File: src/hdl/asd_pkg.sv
// Constants and types for the address space decoder
package asd_pkg;
   // ----------------------------------------------------------------
   // Address map
   // ----------------------------------------------------------------
   localparam logic [31:0] ASD_LOWEST_SIGNED_ADDRESS = 32'h80000000;
   localparam logic [31:0] ASD_SRAM_BYTES            = 32'h00004000;
   localparam logic [31:0] ASD_LINK_IN_BASE          = 32'h80000010;
   localparam logic [31:0] ASD_EVENT_CHANNEL         = 32'h80000020;
   localparam logic [31:0] ASD_TRAP_AREA_BASE        = 32'h80000040;
   localparam logic [31:0] ASD_TRAP_LOW_BASE         = 32'h800000c0;
   localparam logic [31:0] ASD_FIRST_FREE_USER_WORD  = 32'h80000140;
   localparam logic [31:0] ASD_PERIPH_BASE           = 32'h20000000;
   localparam logic [31:0] ASD_PERIPH_TOP            = 32'h40000000;
   localparam int          ASD_PERIPH_BLOCK_LSB      = 12;
   localparam int          ASD_BANK_LSB              = 30;
   localparam logic [3:0]  ASD_TRAP_STRUCT_LSB       = 4'h4;
   // ----------------------------------------------------------------
   // Peripheral selects and regions
   // ----------------------------------------------------------------
   localparam int          ASD_NUM_PERIPH            = 5;
   localparam logic [17:0] ASD_PERIPH_OTHER_BLOCK    = 18'h00004;
   localparam logic [3:0]  ASD_NUM_LINKS             = 4'h4;

   typedef enum logic [1:0]
   {
      ASD_TGT_EXT,
      ASD_TGT_SRAM,
      ASD_TGT_PERIPH
   } asd_target_t;

   typedef enum logic [2:0]
   {
      ASD_REG_LINK_OUT,
      ASD_REG_LINK_IN,
      ASD_REG_EVENT,
      ASD_REG_RESERVED,
      ASD_REG_TRAP_HIGH,
      ASD_REG_TRAP_LOW,
      ASD_REG_USER
   } asd_region_t;
endpackage : asd_pkg

File: src/hdl/asd_periph_sel.sv
// Peripheral block select for one 4K block index
`timescale 1ns/1ps
module asd_periph_sel
#(
   parameter logic [17:0] BLOCK    = 18'h00000,
   parameter bit          OPEN_TOP = 1'b0
)
(
   // Block index of the access
   input  wire logic [17:0] blockIdx,
   // Select out
   output logic             hit
);
   // Last select covers every block from its index upward
   assign hit = OPEN_TOP ? (blockIdx >= BLOCK) : (blockIdx == BLOCK);
endmodule : asd_periph_sel

File: src/hdl/asd_sram_region.sv
// Classification of an address inside the reserved low SRAM layout
`timescale 1ns/1ps
module asd_sram_region
   import asd_pkg::*;
(
   // Byte address
   input  wire logic [31:0]          addr,
   // Region, link number and trap group
   output asd_pkg::asd_region_t      region,
   output logic [1:0]                chanIdx,
   output logic [1:0]                trapGroup,
   output logic                      trapProcess
);
   // Region boundaries from the bottom of memory upward
   always_comb
   begin
      if (addr < ASD_LINK_IN_BASE)
         region = ASD_REG_LINK_OUT;
      else if (addr < ASD_EVENT_CHANNEL)
         region = ASD_REG_LINK_IN;
      else if (addr < ASD_EVENT_CHANNEL + 32'h4)
         region = ASD_REG_EVENT;
      else if (addr < ASD_TRAP_AREA_BASE)
         region = ASD_REG_RESERVED;
      else if (addr < ASD_TRAP_LOW_BASE)
         region = ASD_REG_TRAP_HIGH;
      else if (addr < ASD_FIRST_FREE_USER_WORD)
         region = ASD_REG_TRAP_LOW;
      else
         region = ASD_REG_USER;
   end

   // One word per link channel
   assign chanIdx     = addr[3:2];
   // Group takes handler (16 bytes) then trapped process (16 bytes)
   wire logic [31:0] trapOff = (addr >= ASD_TRAP_LOW_BASE) ? addr - ASD_TRAP_LOW_BASE
                                                          : addr - ASD_TRAP_AREA_BASE;
   assign trapGroup   = trapOff[6:5];
   assign trapProcess = trapOff[ASD_TRAP_STRUCT_LSB];
endmodule : asd_sram_region

File: src/hdl/address_space_decoder.sv
// Address space decoder: peripheral, internal SRAM and external bank routing
// ----------------------------------------------------------------------
// Summary of operation
// - Device access in 0x20000000..0x3fffffff goes to on-chip peripherals.
// - Device access outside peripheral range is a normal memory access.
// - Ordinary loads and stores in peripheral range go to external memory.
// - Peripheral range split into 4K blocks, one peripheral each.
// - Blocks: interrupt, low-power, memory-interface, diagnostic, then others.
// - 16 Kbyte SRAM decoded from the most negative address upward.
// - SRAM wins over external memory where both cover an address.
// - External input internal_ram_off disables the internal RAM.
// - Address space split into four equal quarter banks.
// - Selected bank reported with every external access.
// - Every address maps to a bank; no out-of-range detection.
// - Word address plus byte enables for byte and part-word transfers.
// - SRAM regions: channels, traps, then user space from 0x80000140.
// - High traps from 0x80000040, low from 0x800000c0, 16-byte structures.
// - Link outputs at bottom, link inputs 0x80000010, event 0x80000020.
// - Peripherals reachable only through device-access instructions.
// ----------------------------------------------------------------------
`timescale 1ns/1ps
module address_space_decoder
   import asd_pkg::*;
(
   // Clock and reset
   input  wire logic                          ref_clk,
   input  wire logic                          rst_n,
   // Access request from the core
   input  wire logic                          accValid,
   input  wire logic [31:0]                   accAddr,
   input  wire logic                          accDevice,
   input  wire logic                          accWrite,
   input  wire logic [1:0]                    accSize,
   // Strap pin from board logic
   input  wire logic                          internal_ram_off,
   // Target selects
   output logic                               selPeriph,
   output logic                               selSram,
   output logic                               selExt,
   output logic [asd_pkg::ASD_NUM_PERIPH-1:0] periphSel,
   output logic [1:0]                         extBank,
   // Address and lanes toward the target
   output logic [29:0]                        wordAddr,
   output logic [3:0]                         byteEn,
   output logic                               outWrite,
   output logic [11:0]                        periphOffset,
   output logic [11:0]                        sramWordIdx,
   // Reserved-area classification
   output asd_pkg::asd_region_t               sramRegion,
   output logic [1:0]                         chanIdx,
   output logic [1:0]                         trapGroup,
   output logic                               trapProcess,
   // Half-cycle phase marker
   output logic                               phase
);
   // ----------------------------------------------------------------
   // Synchronise the pin
   // ----------------------------------------------------------------
   logic ramOffMeta;
   logic ramOffSync;

   // Two stages; only the second is read
   always_ff @(posedge ref_clk or negedge rst_n)
   begin
      if (!rst_n)
      begin
         ramOffMeta <= 1'b0;
         ramOffSync <= 1'b0;
      end
      else
      begin
         ramOffMeta <= internal_ram_off;
         ramOffSync <= ramOffMeta;
      end
   end

   // ----------------------------------------------------------------
   // Combinational decode
   // ----------------------------------------------------------------
   logic                      inPeriphRange;
   logic                      inSram;
   logic [17:0]               blockIdx;
   logic [ASD_NUM_PERIPH-1:0] blockHit;
   asd_target_t               next_target;
   logic [3:0]                next_byteEn;
   asd_region_t               regionC;
   logic [1:0]                chanC;
   logic [1:0]                groupC;
   logic                      procC;

   // Peripheral window is the upper half of bank 0
   assign inPeriphRange = (accAddr >= ASD_PERIPH_BASE) && (accAddr < ASD_PERIPH_TOP);
   // SRAM covers 16 Kbytes from the lowest signed address
   assign inSram = (accAddr - ASD_LOWEST_SIGNED_ADDRESS) < ASD_SRAM_BYTES;
   // 4K block index inside the window; bit 29 marks the window itself, so it is dropped
   assign blockIdx = {1'b0, accAddr[28:ASD_PERIPH_BLOCK_LSB]};

   // One select per peripheral block, the last open upward
   genvar gi;
   generate
      for (gi = 0; gi < ASD_NUM_PERIPH; gi++)
      begin : g_blk
         asd_periph_sel
         #(
            .BLOCK    (18'(gi)),
            .OPEN_TOP (gi == ASD_NUM_PERIPH - 1)
         )
         u_sel
         (
            .blockIdx (blockIdx),
            .hit      (blockHit[gi])
         );
      end
   endgenerate

   // Reserved low-memory layout
   asd_sram_region u_region
   (
      .addr        (accAddr),
      .region      (regionC),
      .chanIdx     (chanC),
      .trapGroup   (groupC),
      .trapProcess (procC)
   );

   // Priority: peripheral, SRAM, external; one always wins
   always_comb
   begin
      if (accDevice && inPeriphRange)
         next_target = ASD_TGT_PERIPH;
      else if (inSram && !ramOffSync)
         next_target = ASD_TGT_SRAM;
      else
         next_target = ASD_TGT_EXT;
   end

   // Byte lanes: size 0 byte, 1 half, else word
   always_comb
   begin
      unique case (accSize)
         2'b00:   next_byteEn = 4'h1 << accAddr[1:0];
         2'b01:   next_byteEn = accAddr[1] ? 4'hc : 4'h3;
         default: next_byteEn = 4'hf;
      endcase
   end

   // ----------------------------------------------------------------
   // Registered outputs
   // ----------------------------------------------------------------

   // Target selects, held low while no access is offered
   always_ff @(posedge ref_clk or negedge rst_n)
   begin
      if (!rst_n)
      begin
         selPeriph <= 1'b0;
         selSram   <= 1'b0;
         selExt    <= 1'b0;
         periphSel <= '0;
      end
      else
      begin
         selPeriph <= accValid && (next_target == ASD_TGT_PERIPH);
         selSram   <= accValid && (next_target == ASD_TGT_SRAM);
         selExt    <= accValid && (next_target == ASD_TGT_EXT);
         periphSel <= (accValid && next_target == ASD_TGT_PERIPH) ? blockHit : '0;
      end
   end

   // Address, bank and lanes travel with every access
   always_ff @(posedge ref_clk or negedge rst_n)
   begin
      if (!rst_n)
      begin
         extBank      <= 2'h0;
         wordAddr     <= 30'h0;
         byteEn       <= 4'h0;
         outWrite     <= 1'b0;
         periphOffset <= 12'h000;
         sramWordIdx  <= 12'h000;
      end
      else
      begin
         extBank      <= accAddr[31:ASD_BANK_LSB];
         wordAddr     <= accAddr[31:2];
         byteEn       <= accValid ? next_byteEn : 4'h0;
         outWrite     <= accValid && accWrite;
         periphOffset <= accAddr[ASD_PERIPH_BLOCK_LSB-1:0];
         sramWordIdx  <= accAddr[13:2];
      end
   end

   // Reserved-area tags for the core's system state
   always_ff @(posedge ref_clk or negedge rst_n)
   begin
      if (!rst_n)
      begin
         sramRegion  <= ASD_REG_LINK_OUT;
         chanIdx     <= 2'h0;
         trapGroup   <= 2'h0;
         trapProcess <= 1'b0;
      end
      else
      begin
         // Only meaningful while selSram is high
         sramRegion  <= regionC;
         chanIdx     <= chanC;
         trapGroup   <= groupC;
         trapProcess <= procC;
      end
   end

   // Phase toggles each rising edge: two phases make one cycle of timing
   always_ff @(posedge ref_clk or negedge rst_n)
   begin
      if (!rst_n)
         phase <= 1'b0;
      else
         phase <= ~phase;
   end
endmodule : address_space_decoder

File: config.mk
export PLATFORM = sky130hd
export DESIGN_NAME = address_space_decoder
export DESIGN_NICKNAME = d
export VERILOG_FILES = /design/src/hdl/asd_pkg.sv /design/src/hdl/asd_periph_sel.sv /design/src/hdl/asd_sram_region.sv /design/src/hdl/address_space_decoder.sv
export SDC_FILE = /design/constraint.sdc
export NUM_CORES = 1
export LEC_CHECK = 0
export BUFFER_PORTS_ARGS = -buffer_cell sky130_fd_sc_hd__buf_2
export CORE_ASPECT_RATIO = 0.75
export CORE_MARGIN = 2
export CORE_UTILIZATION = 37
export DETAILED_ROUTE_END_ITERATION = 10
export PLACE_DENSITY = 0.74
export SLEW_MARGIN = 5
export SYNTH_ARGS = -nofsm -noshare
export SYNTH_HDL_FRONTEND = slang
export SYNTH_SLANG_ARGS = --single-unit
export TNS_END_PERCENT = 10
File: constraint.sdc
create_clock -name ref_clk -period 1.08 [get_ports ref_clk]
set_input_delay 0.108 -clock ref_clk [delete_from_list [all_inputs] [get_ports ref_clk]]
set_output_delay 0.108 -clock ref_clk [all_outputs]
set_load 0.03 [all_outputs]
* After elaboration in Yosys (flattened, before gate mapping)
Cells that the tools add are included.
** Word-level totals
- Flip-flop bits (word level) :: 80
- Output and inout port bits :: 78
- Word-level logic and storage cells :: 63
** Cells by class
- Add/sub/neg operators :: 3
- Order comparisons :: 11
- Equal/unequal tests :: 6
- Shifts and indexed selects :: 1
- Multiplexer cells :: 13
- Bitwise gates (word level) :: 1
- Reductions and logical operators :: 11
** Operators with widths (count)
- $lt 32x32->1 const B :: 6
- $eq 17x2->1 const B :: 2
- $ge 32x30->1 const B :: 1
- $ge 32x32->1 const B :: 1
- $lt 32x15->1 const B :: 1
- $lt 32x31->1 const B :: 1
- $sub 32x32->32 const B :: 1
- $logic_not 18->1 :: 1
- $eq 17x1->1 const B :: 1
- $ge 17x3->1 const B :: 1
- $mux 3 :: 5
- $sub 7x7->7 const B :: 2
- $mux 4 :: 2
- $pmux 4 s2 :: 1
- $logic_and 1x1->1 :: 7
- $mux 7 :: 1
- $mux 5 :: 1
- $eq 2x1->1 const B :: 2
- $logic_not 2->1 :: 2
- $mux 2 :: 2
- $shl 1x2->4 const A :: 1
- $eq 2x2->1 const B :: 1
- $logic_not 1->1 :: 1
- $mux 1 :: 1
- $not 1->1 :: 1

* Longest topological paths before layout
Gate-level depths: netlist of run 1.
- Depth after elaboration :: 8
- Depth in mapped cells :: 3
- Gate-level depth less buffers :: 3

* By module
Synthesis of run 1 repeated with hierarchy kept, for this count alone.
** Unflattened totals
- Cells, all modules :: 168
- Area total of the unflattened synthesis :: 2148.3 um^2
** Modules (own cells, without submodules)
- address_space_decoder :: times used 1, cells an instance 111, area each 1783.0 um^2, seq. area each 1401.3 um^2
- asd_sram_region :: times used 1, cells an instance 25, area each 160.2 um^2, seq. area each 0.0 um^2
- asd_periph_sel (g_blk[1].u_sel ...) :: times used 2, cells an instance 7, area each 42.5 um^2, seq. area each 0.0 um^2
- asd_periph_sel (g_blk[3].u_sel) :: times used 1, cells an instance 7, area each 45.0 um^2, seq. area each 0.0 um^2
- asd_periph_sel (g_blk[0].u_sel) :: times used 1, cells an instance 6, area each 43.8 um^2, seq. area each 0.0 um^2
- asd_periph_sel (g_blk[4].u_sel) :: times used 1, cells an instance 5, area each 31.3 um^2, seq. area each 0.0 um^2

* Worst setup path after synthesis of run 1
Ideal clock, no wire load.
- Path kind :: flip-flop to flip-flop
- From :: register ramOffSync
- To :: register selExt
- Setup time :: 119 ps
- Data arrival time :: 977 ps
- Required time :: 961 ps
- Setup slack :: -16 ps
- Cell stages (with the launch flop) :: 3
- Buffers on the path :: 0
- Clock period less this slack :: 1096 ps
- Cell sequence :: dfrtp_1 or4b_1 o21a_1
** Between the ends
- Word-level cells in the longest chain between the ends :: 6
** RTL lines
- start, declared :: line address_space_decoder.sv:60 : logic ramOffSync;
- start signal, assigned :: line address_space_decoder.sv:73 : ramOffSync <= ramOffMeta;
- $logic_not 1->1 :: line address_space_decoder.sv:131 : else if (inSram && !ramOffSync)
- $logic_and 1x1->1 :: line address_space_decoder.sv:131
- $mux 1 :: line address_space_decoder.sv:131
- $mux 2 :: line address_space_decoder.sv:129 : if (accDevice && inPeriphRange)
- $logic_not 2->1 :: line address_space_decoder.sv:165 : selExt <= accValid && (next_target == ASD_TGT_EXT);
- $logic_and 1x1->1 :: line address_space_decoder.sv:165
- end signal, assigned :: line address_space_decoder.sv:165
- end, declared :: line address_space_decoder.sv:39 : output logic selExt,
Every way passes these cells.

* Worst setup path in the final report of run 1
Ends and elaborated chain as after synthesis.

==> out/qor.csv, run 1 <==
stage;metric;value;unit
timing;slew_headroom;0.793;
timing;fin_skew;0.00726;ns
timing;max_freq;886;MHz
timing;rsz0062_at_grt;yes;
grt;grt_pass1_vias;1442;
critical_path;reg2reg_to;selExt$_DFF_PN0_;
synthesis;yosysSeqAreaShare;0.704;
layout;area_growth_syn_to_layout;51.8;%
route;post-route-drc-count;0;
power_and_ir_drop;swShare;0.278;
worst_hold_path;min-delay-start;accAddr[13];
power_and_ir_drop;clkPwrFrac;0.324;
power_and_ir_drop;pwr_density_cell;1480;mW/mm²
place;place_area;0.00237;mm²
worst_hold_path;min_path_type;in -> reg;
power_and_ir_drop;pwr-share-comb;0.181;
status;status;finished with violations;
layout;postLayoutCellArea;0.00281;mm²
power_and_ir_drop;power_frac_seq;0.496;
timing;hold_viol_final;0;
worst_hold_path;worstHoldPathCells;2;
route;post_drt_wl_per_cell;13.0;µm
cts;insertion_delay;0.31;ns
critical_path;reg2reg_slack;-0.05;ns
power_and_ir_drop;ir_drop;0.756;mV
layout;diodes;0;
timing;timing.hold.ws;0.0106;ns
grt;grt_pass1_wl;6870;µm
place;gp_congestion;0.689;
status;violations;setup timing;
floorplanning;die_w;85.6;µm
layout;nNetsFinal;305;
power_and_ir_drop;power.leakage;0.00146;µW
timing;finalCritPeriodShare;1.05;
route;totalWireLength;4250;µm
route;drtAntennaViolNets;0;
layout;drive_above_1_share;0.519;
floorplanning;die_h;65.2;µm
place;port_buffers;117;
critical_path;cp.arrival;1.33;ns
critical_path;criticalPathCategory;reg -> reg;
critical_path;path_max_fanout;2;
timing;finalWorstSetupSlack;-0.0493;ns
critical_path;reg2regPathDepth;2;
cts;cts_inserted_buffers;5;
floorplanning;rows;22;
grt;grt_max_degree;53;
power_and_ir_drop;p_int;3000;µW
synthesis;synth_nets;169;
cts;htree_levels;2;
place;dpl.hpwl;3040;µm
grt;antenna_found_initial;0;
route;first_iter_violations;57;
grt;overflow;0;
cts;cts_setup_buffers;0;
critical_path;required;1.28;ns
timing;layout_min_cycle_time;1.13;ns
cts;numClockSinks;52;
synthesis;synth_seq_cells;52;
synthesis;avgSynthCellArea;14.3;µm²
worst_hold_path;holdPathEnd;periphSel[0]$_DFF_PN0_;
floorplanning;start_util;0.382;
synthesis;synthesis.area;0.00185;mm²
synthesis;synth_ff_type;dfrtp_1;
timing;slew_violations;0;
route;vias;1438;
critical_path;r2r_start;ramOffSync$_DFF_PN0_;
cts;clk_pin_slew;0.10;ns
timing;tns;-0.0493;ns
grt;track_usage;0.163;
floorplanning;die_area;0.00559;mm²
critical_path;startpoint_type;register;
floorplanning;fp.coreArea;0.00484;mm²
synthesis;syn_inst;129;
route;via_per_inst;4.41;
timing;tightest_slew;0.308;ns
floorplanning;ios;118;
cts;cts_root_buffer;clkbuf_8;
cts;cts_tree;done;
synthesis;async_reset_ff_frac;1.00;
critical_path;setup.worst_path.end_class;register;
cts;clockBufferDepth;2;
power_and_ir_drop;p_switching;1160;µW
synthesis;synth_edf_count;0;
synthesis;yosysUniqueCellTypes;25;
route;firstDrtPassIters;4;
synthesis;yosys_warnings;0;
timing;setup_viol;1;
run;maxCapViolations;0;
## power by group through the flow
stage | Clock [µW] | Combinational (µW) | Sequential [µW]
floorplan | 0 | 240 | 2280
global placement | 0 | 663 | 2100
detailed placement | 0 | 667 | 2100
CTS | 1380 | 752 | 2060
global route | 1500 | 801 | 2070
finish | 1340 | 751 | 2060
## flip-flops by register name (all words and copies together), names as in the netlist
name          count
wordAddr         18
sramWordIdx       9
periphSel         5
byteEn            4
sramRegion        3
periphOffset      2
trapGroup         2
chanIdx           1
extBank           1
outWrite          1
phase             1
ramOffMeta        1
ramOffSync        1
selExt            1
selPeriph         1
selSram           1
## kinds of logic after synthesis
logic type      Yosys count  synth area share
buf+inv                  36             0.130
compound gates           15            0.0501
simple gates             26             0.116
flops                    52             0.704
## cell type report
| cell class | instances | area (µm²) |
|---|---|---|
| timing repair buffer | 157 | 978 |
| inverter | 8 | 30.0 |
| sequential | 52 | 1300 |
| fill | 399 | 2040 |
| clock buffer | 6 | 72.6 |
| clock inverter | 2 | 38.8 |
| tap | 60 | 75.1 |
| multi-input combinational | 41 | 312 |
## synthesized netlist by cell type (2+ instances only)
master | n | area (µm²)
nor4_1 | 3 | 18.8
inv_1 | 8 | 30.0
nor3_1 | 4 | 20.0
o31a_1 | 2 | 17.5
dfrtp_1 | 52 | 1300
nand2_1 | 2 | 7.51
o21ai_0 | 5 | 25.0
buf_4 | 28 | 210
nor2_1 | 4 | 15.0
nor4_4 | 3 | 63.8
a21oi_1 | 4 | 20.0
## timing repair
action | in CTS | in global routing
resized for setup | 1 | 0
hold buffers | 30 | 2
setup endpoints to repair | 2 | 3
gates cloned | 0 | 0
endpoints found under the hold margin | 80 | 2
## critical path, cell delays in order, from the launching register on
cell	delay (ns)
dfrtp_1	0.37
or4b_4	0.48
o21a_1	0.18
## placed cells by master, fill, tap and decap left out, drive strengths merged
| master | n |
|---|---|
| nor4b | 1 |
| dlygate4sd3 | 32 |
| dfrtp | 52 |
| nor2 | 4 |
| inv | 9 |
| nand3b | 1 |
| nor4 | 6 |
| o21ai | 5 |
| a31oi | 1 |
| a211o | 1 |
| and2 | 1 |
| clkbuf | 6 |
| nor2b | 1 |
| a211oi | 1 |
| bufinv | 1 |
| nand2 | 2 |
| buf | 125 |
| nor3 | 4 |
| or4b | 1 |
| nand4 | 2 |
| o31a | 2 |
| nand3 | 1 |
| nand2b | 1 |
| or3 | 1 |
| o21a | 1 |
| a21oi | 4 |
## worst max-delay path by stage
stage | from | to | slack (ns) | cells after the start
after floorplan | ramOffSync$_DFF_PN0_ | selExt$_DFF_PN0_ | -0.02 | 2
after global placement | accAddr[28] | sramRegion[1]$_DFF_PN0_ | -0.18 | 4
after detailed placement | accAddr[28] | sramRegion[2]$_DFF_PN0_ | -0.22 | 4
after CTS | ramOffSync$_DFF_PN0_ | selExt$_DFF_PN0_ | -0.06 | 2
after global routing | ramOffSync$_DFF_PN0_ | selExt$_DFF_PN0_ | -0.08 | 2
final | ramOffSync$_DFF_PN0_ | selExt$_DFF_PN0_ | -0.05 | 2
## stage by stage
stage                      util  power [µW]  instances  worst slack, ns
after CTS                 0.575        4190        324          -0.0627
final                     0.580        4160        326          -0.0493
after detailed placement  0.490        2770        286           -0.223
after global routing      0.580        4370        326          -0.0846
after global placement    0.490        2760        286           -0.177
after floorplan               -        2520        129          -0.0161
## metal layers
layer | global-route usage | share of wire
met1 | 0.187 | 0.39
met2 | 0.286 | 0.51
met3 | 0.0553 | 0.086
met4 | 0.0595 | 0.014
met5 | 0 | 0
Note: power is estimated with default switching activity, not from simulation.
==> run 2, diff against run 1 <==
- CORE_MARGIN: 2 -> unset
- SKIP_CTS_REPAIR_TIMING: unset -> 1
==> run 2 against run 1 <==
Net effect:
- total power down 5.9%
- the run still ends with setup timing left
- critical path depth unchanged
- hold slack improved by 0.033 ns
- critical path type unchanged
- non-clock buffer count unchanged
- register-to-register slack barely moved
- clock power fell by 18%
- routed wire length shrank 2.3%
- first-iteration DRC count shrank 3.5%
- combinational power fell by 0.7%
- global-route usage is 2.0 points lower
- sequential power barely moved
==> out/qor.csv, run 2 (synthesized netlist as in run 1, its figures left out) <==
stage;metric;value;unit;change
grt;grt_pass1_wl;5800;µm;-16%
route;vias;1427;;-0.76%
timing;max_freq;886;MHz;about the same
place;gp_congestion;0.759;;+10%
route;post-route-drc-count;0;;unchanged
floorplanning;start_util;0.400;;+0.0182
timing;slew_headroom;0.760;;-0.0330
status;violations;setup timing;;
worst_hold_path;worstHoldPathCells;2;;unchanged
floorplanning;die_w;83.6;µm;-2.3%
route;totalWireLength;4160;µm;-2.3%
cts;htree_levels;2;;unchanged
critical_path;critical_path.startpoint;ramOffSync$_DFF_PN0_;;
cts;cts_inserted_buffers;5;;unchanged
route;firstDrtPassIters;4;;unchanged
grt;track_usage;0.143;;-0.0203
floorplanning;die_h;63.2;µm;-3.1%
run;maxCapViolations;0;;unchanged
critical_path;required;1.27;ns;about the same
critical_path;slowest_delay;0.48;ns;about the same
layout;largest_reg_flops;18;;unchanged
layout;fillers;397;;-0.50%
layout;top_regs;wordAddr x18, sramWordIdx x9, periphSel x5;;
floorplanning;ios;118;;unchanged
route;drtAntennaViolNets;0;;unchanged
place;port_buffers;117;;unchanged
status;status;finished with violations;;
worst_hold_path;min-delay-start;accAddr[8];;
layout;area_growth_syn_to_layout;50.3;%;
critical_path;path_max_fanout;2;;unchanged
layout;final_cell_mix;buf_2 (117), dfrtp_1 (52), dlygate4sd3_1 (29);;
cts;clockBufferDepth;2;;unchanged
power_and_ir_drop;pwr_density_cell;1410;mW/mm²;-5.0%
cts;insertion_delay;0.29;ns;-0.02 ns
timing;tns;-0.0485;ns;+0.000745 ns
cts;cts_root_buffer;clkbuf_8;;
route;post_drt_wl_per_cell;12.9;µm;-1.3%
timing;hold_viol_final;0;;unchanged
power_and_ir_drop;power.leakage;0.00145;µW;-0.78%
layout;largest_register;wordAddr;;
critical_path;cp_cell_sequence;or4b_4 > o21a_1;;
layout;drive_above_1_share;0.530;;+0.0113
critical_path;criticalPathCategory;reg -> reg;;
timing;tightest_slew;0.357;ns;+0.0490 ns
cts;clk_pin_slew;0.09;ns;about the same
layout;diodes;0;;unchanged
layout;nNetsFinal;305;;unchanged
critical_path;r2r_start;ramOffSync$_DFF_PN0_;;
power_and_ir_drop;ir_drop;0.977;mV;+29%
floorplanning;die_area;0.00529;mm²;-5.3%
timing;timing.hold.ws;0.0435;ns;+0.0329 ns
grt;antenna_found_initial;0;;unchanged
route;first_iter_violations;55;;-3.5%
route;via_per_inst;4.42;;+0.16%
place;dp_worst_setup_slack;-0.197;ns;+0.0256 ns
floorplanning;rows;21;;-4.5%
critical_path;setup.worst_path.end_class;register;;
grt;overflow;0;;unchanged
layout;final_common_cell;buf_2;;
critical_path;cp.arrival;1.32;ns;about the same
timing;fin_skew;0.000237;ns;-0.00703 ns
cts;cts_tree;done;;
worst_hold_path;min_path_type;in -> reg;;
timing;finalCritPeriodShare;1.04;;about the same
layout;utilization;0.601;;+0.0214
timing;slew_violations;0;;unchanged
cts;numClockSinks;52;;unchanged
critical_path;reg2regPathDepth;2;;unchanged
critical_path;crit_slowest_cell;or4b_4;;
critical_path;startpoint_type;register;;
floorplanning;fp.coreArea;0.00462;mm²;-4.5%
timing;finalWorstSetupSlack;-0.0485;ns;+0.000745 ns
grt;grt_pass1_vias;1274;;-12%
timing;rsz0062_at_grt;yes;;
place;dpl.hpwl;2920;µm;-4.1%
place;placed_cells;286;;unchanged
grt;grt_max_degree;53;;unchanged
layout;layout.cells.non_filler;323;;-0.92%
timing;layout_min_cycle_time;1.13;ns;-0.000745 ns
timing;setup_viol;1;;unchanged
run 2: through the flow:
| step | power, µW | area, µm² |
|---|---|---|
| after floorplan | 2520 | 1850 |
| after global routing | 4100 | 2780 |
| after global placement | 2760 | 2390 |
| final | 3910 | 2780 |
| after detailed placement | 2770 | 2390 |
| after CTS | 3870 | 2480 |
run 2: area by class of cell:
type / instances / area, µm² / share of cell area
Inverter: 8 / 30.0 / 0.0108
Clock inverter: 1 / 7.51 / 0.00270
Multi-Input combinational cell: 41 / 312 / 0.112
Clock buffer: 7 / 86.3 / 0.0311
Tap cell: 57 / 71.3 / 0.0257
Sequential cell: 52 / 1300 / 0.468
Timing Repair Buffer: 157 / 971 / 0.349
run 2: routing by layer:
metal | global-route usage | share of wire | vias up | wire [µm]
met4 | 0.0318 | 0.011 | 0 | 47
met2 | 0.238 | 0.50 | 69 | 2060
met1 | 0.182 | 0.42 | 676 | 1740
met5 | 0 | 0 | - | 0
li1 | - | - | 678 | -
met3 | 0.0485 | 0.074 | 4 | 307
run 2: report_power, final:
part           total [µW]  leakage, µW  internal [µW]  switching [µW]
clock network        1100    0.0000445            521             581
registers            2060     0.000626           2030            31.6
logic                 746     0.000778            263             482
run 2: worst max-delay path, delay by kind of cell, from the launching register on:
kind / cells / cell delay, ns
and+or+nand+nor: 1 / 0.48
DFF: 1 / 0.37
AOI/OAI and AO/OA: 1 / 0.18
run 2: final timing paths:
| kind | endpoint | slack (ns) |
|---|---|---|
| min | sramWordIdx[6]$_DFF_PN0_ | 0.04 |
| min reg2reg | ramOffSync$_DFF_PN0_ | 0.35 |
| max reg2reg | selExt$_DFF_PN0_ | -0.05 |
| max | selExt$_DFF_PN0_ | -0.05 |
| max in group asynchronous | sramWordIdx[1]$_DFF_PN0_ | 0.53 |
| min in group asynchronous | outWrite$_DFF_PN0_ | 0.32 |
==> run 3, diff against run 2 <==
- PLACE_DENSITY: 0.74 -> 0.79
==> run 3 against run 2 <==
Net effect:
- the run still ends with setup timing left
- clock-buffer cell count decreased by 1
- hold slack got worse by 0.021 ns
- fmax decreased by 0.10%
- die area unchanged
- register-to-register slack about the same
- first-iteration DRC count decreased by 51%
- clock power is essentially flat
- routed wire length shrank 1.2%
- critical path type unchanged
- largest power group unchanged
==> out/qor.csv, run 3 (synthesized netlist as in run 1, its figures left out) <==
stage;metric;value;unit;change
status;status;finished with violations;;
status;violations;setup timing;;
timing;slew_violations;0;;unchanged
cts;clockBufferDepth;2;;unchanged
critical_path;startpoint_type;register;;
critical_path;crit_slowest_cell;or4b_4;;
floorplanning;ios;118;;unchanged
timing;rsz0062_at_grt;yes;;
layout;diodes;0;;unchanged
worst_hold_path;worstHoldPathCells;2;;unchanged
critical_path;reg2reg_slack;-0.05;ns;about the same
route;via_per_inst;4.40;;-0.49%
floorplanning;die_h;63.2;µm;unchanged
route;firstDrtPassIters;4;;unchanged
timing;timing.hold.ws;0.0220;ns;-0.0215 ns
critical_path;critical_path.startpoint;ramOffSync$_DFF_PN0_;;
route;vias;1420;;-0.49%
power_and_ir_drop;power.leakage;0.00146;µW;+0.53%
critical_path;path_max_fanout;2;;unchanged
timing;fin_skew;0.00940;ns;+0.00916 ns
worst_hold_path;holdPathEnd;outWrite$_DFF_PN0_;;
floorplanning;rows;21;;unchanged
timing;hold_viol_final;0;;unchanged
floorplanning;die_area;0.00529;mm²;unchanged
layout;fillers;410;;+3.3%
timing;slew_headroom;0.730;;-0.0309
route;post_drt_wl_per_cell;12.7;µm;-1.2%
timing;finalWorstSetupSlack;-0.0497;ns;-0.00116 ns
critical_path;reg2reg_to;selExt$_DFF_PN0_;;
critical_path;cp_cell_sequence;or4b_4 > o21a_1;;
worst_hold_path;min_path_type;in -> reg;;
cts;numClockSinks;52;;unchanged
route;drtAntennaViolNets;0;;unchanged
power_and_ir_drop;pwr_density_cell;1400;mW/mm²;-0.21%
power_and_ir_drop;ir_drop;0.991;mV;+1.4%
critical_path;r2r_start;ramOffSync$_DFF_PN0_;;
place;dpl.hpwl;2950;µm;+1.0%
grt;antenna_found_initial;0;;unchanged
layout;area_growth_syn_to_layout;50.3;%;about the same
layout;largest_register;wordAddr;;
route;post-route-drc-count;0;;unchanged
critical_path;setup.worst_path.end_class;register;;
grt;track_usage;0.150;;+0.00673
cts;cts_inserted_buffers;5;;unchanged
timing;layout_min_cycle_time;1.13;ns;+0.00117 ns
layout;layout.cells.non_filler;323;;unchanged
layout;utilization;0.601;;about the same
grt;overflow;0;;unchanged
layout;final_cell_mix;buf_2 (117), dfrtp_1 (52), dlygate4sd3_1 (30);;
grt;grt_pass1_vias;1304;;+2.4%
run;maxCapViolations;0;;unchanged
timing;max_freq;885;MHz;-0.10%
layout;top_regs;wordAddr x18, sramWordIdx x9, periphSel x5;;
cts;htree_levels;2;;unchanged
place;placed_cells;285;;-0.35%
floorplanning;fp.coreArea;0.00462;mm²;unchanged
route;first_iter_violations;27;;-51%
floorplanning;die_w;83.6;µm;unchanged
floorplanning;start_util;0.400;;unchanged
critical_path;required;1.27;ns;about the same
critical_path;crit_family;simple AND/OR/NAND/NOR gates;;
critical_path;reg2regPathDepth;2;;unchanged
timing;tns;-0.0497;ns;-0.00116 ns
cts;cts_tree;done;;
route;totalWireLength;4110;µm;-1.2%
layout;largest_reg_flops;18;;unchanged
grt;grt_pass1_wl;6110;µm;+5.3%
timing;finalCritPeriodShare;1.05;;+0.00108
place;port_buffers;117;;unchanged
layout;drive_above_1_share;0.530;;unchanged
worst_hold_path;min-delay-start;accWrite;;
critical_path;slowest_delay;0.48;ns;about the same
critical_path;criticalPathCategory;reg -> reg;;
layout;nNetsFinal;305;;unchanged
cts;cts_root_buffer;clkbuf_8;;
grt;grt_max_degree;53;;unchanged
place;gp_congestion;0.737;;-2.9%
cts;insertion_delay;0.29;ns;about the same
layout;final_common_cell;buf_2;;
cts;clk_pin_slew;0.09;ns;about the same
critical_path;path_buf_inv;0;;unchanged
critical_path;cp.arrival;1.32;ns;about the same
timing;tightest_slew;0.402;ns;+0.0455 ns
timing;setup_viol;1;;unchanged
[run 3: cell types whose count changed in the layout (fill, tap and decap cells not counted), sizes merged]
cell,change
clkinvlp,-1
dlygate4sd3,+1
clkinv,+2
clkbuf,-1
buf,-1
[run 3: power breakdown]
part	total (µW)	internal [µW]	switching [µW]
Combinational	748	266	481
Clock	1100	512	583
Sequential	2060	2030	29.9
Total	3900	2810	1090
[run 3: layout make-up]
| class | instances | area (µm²) | area share |
|---|---|---|---|
| inverters | 8 | 30.0 | 0.0108 |
| flip-flops and latches | 52 | 1300 | 0.468 |
| clock inverters | 2 | 10.0 | 0.00360 |
| repair buffers | 157 | 973 | 0.350 |
| clock buffers | 6 | 82.6 | 0.0297 |
| well taps | 57 | 71.3 | 0.0257 |
| multi-input cells | 41 | 312 | 0.112 |
[run 3: per-stage QoR]
stage	cell area (µm²)	total power [µW]	setup slack [ns]
after global routing	2780	4100	-0.0731
after CTS	2480	3880	-0.0605
after detailed placement	2380	2770	-0.209
final	2780	3900	-0.0497
after floorplan	1850	2520	-0.0161
after global placement	2380	2760	-0.187
[run 3: worst max path at each step]
stage / endpoint / slack [ns] / cells after the start
floorplan: selExt$_DFF_PN0_ / -0.02 / 2
global placement: sramRegion[1]$_DFF_PN0_ / -0.19 / 4
detailed placement: sramRegion[1]$_DFF_PN0_ / -0.21 / 4
CTS: selExt$_DFF_PN0_ / -0.06 / 2
global route: selExt$_DFF_PN0_ / -0.07 / 2
finish: selExt$_DFF_PN0_ / -0.05 / 2
[run 3: worst reg2reg max path, cell delays in order, from the launching register on]
cell	delay, ns
dfrtp_1	0.37
or4b_4	0.48
o21a_1	0.18
[run 3: per-layer routing]
layer	wire length, µm	track usage
met5	0	0
met4	17	0.0424
met3	347	0.0629
met2	2130	0.250
met1	1610	0.178
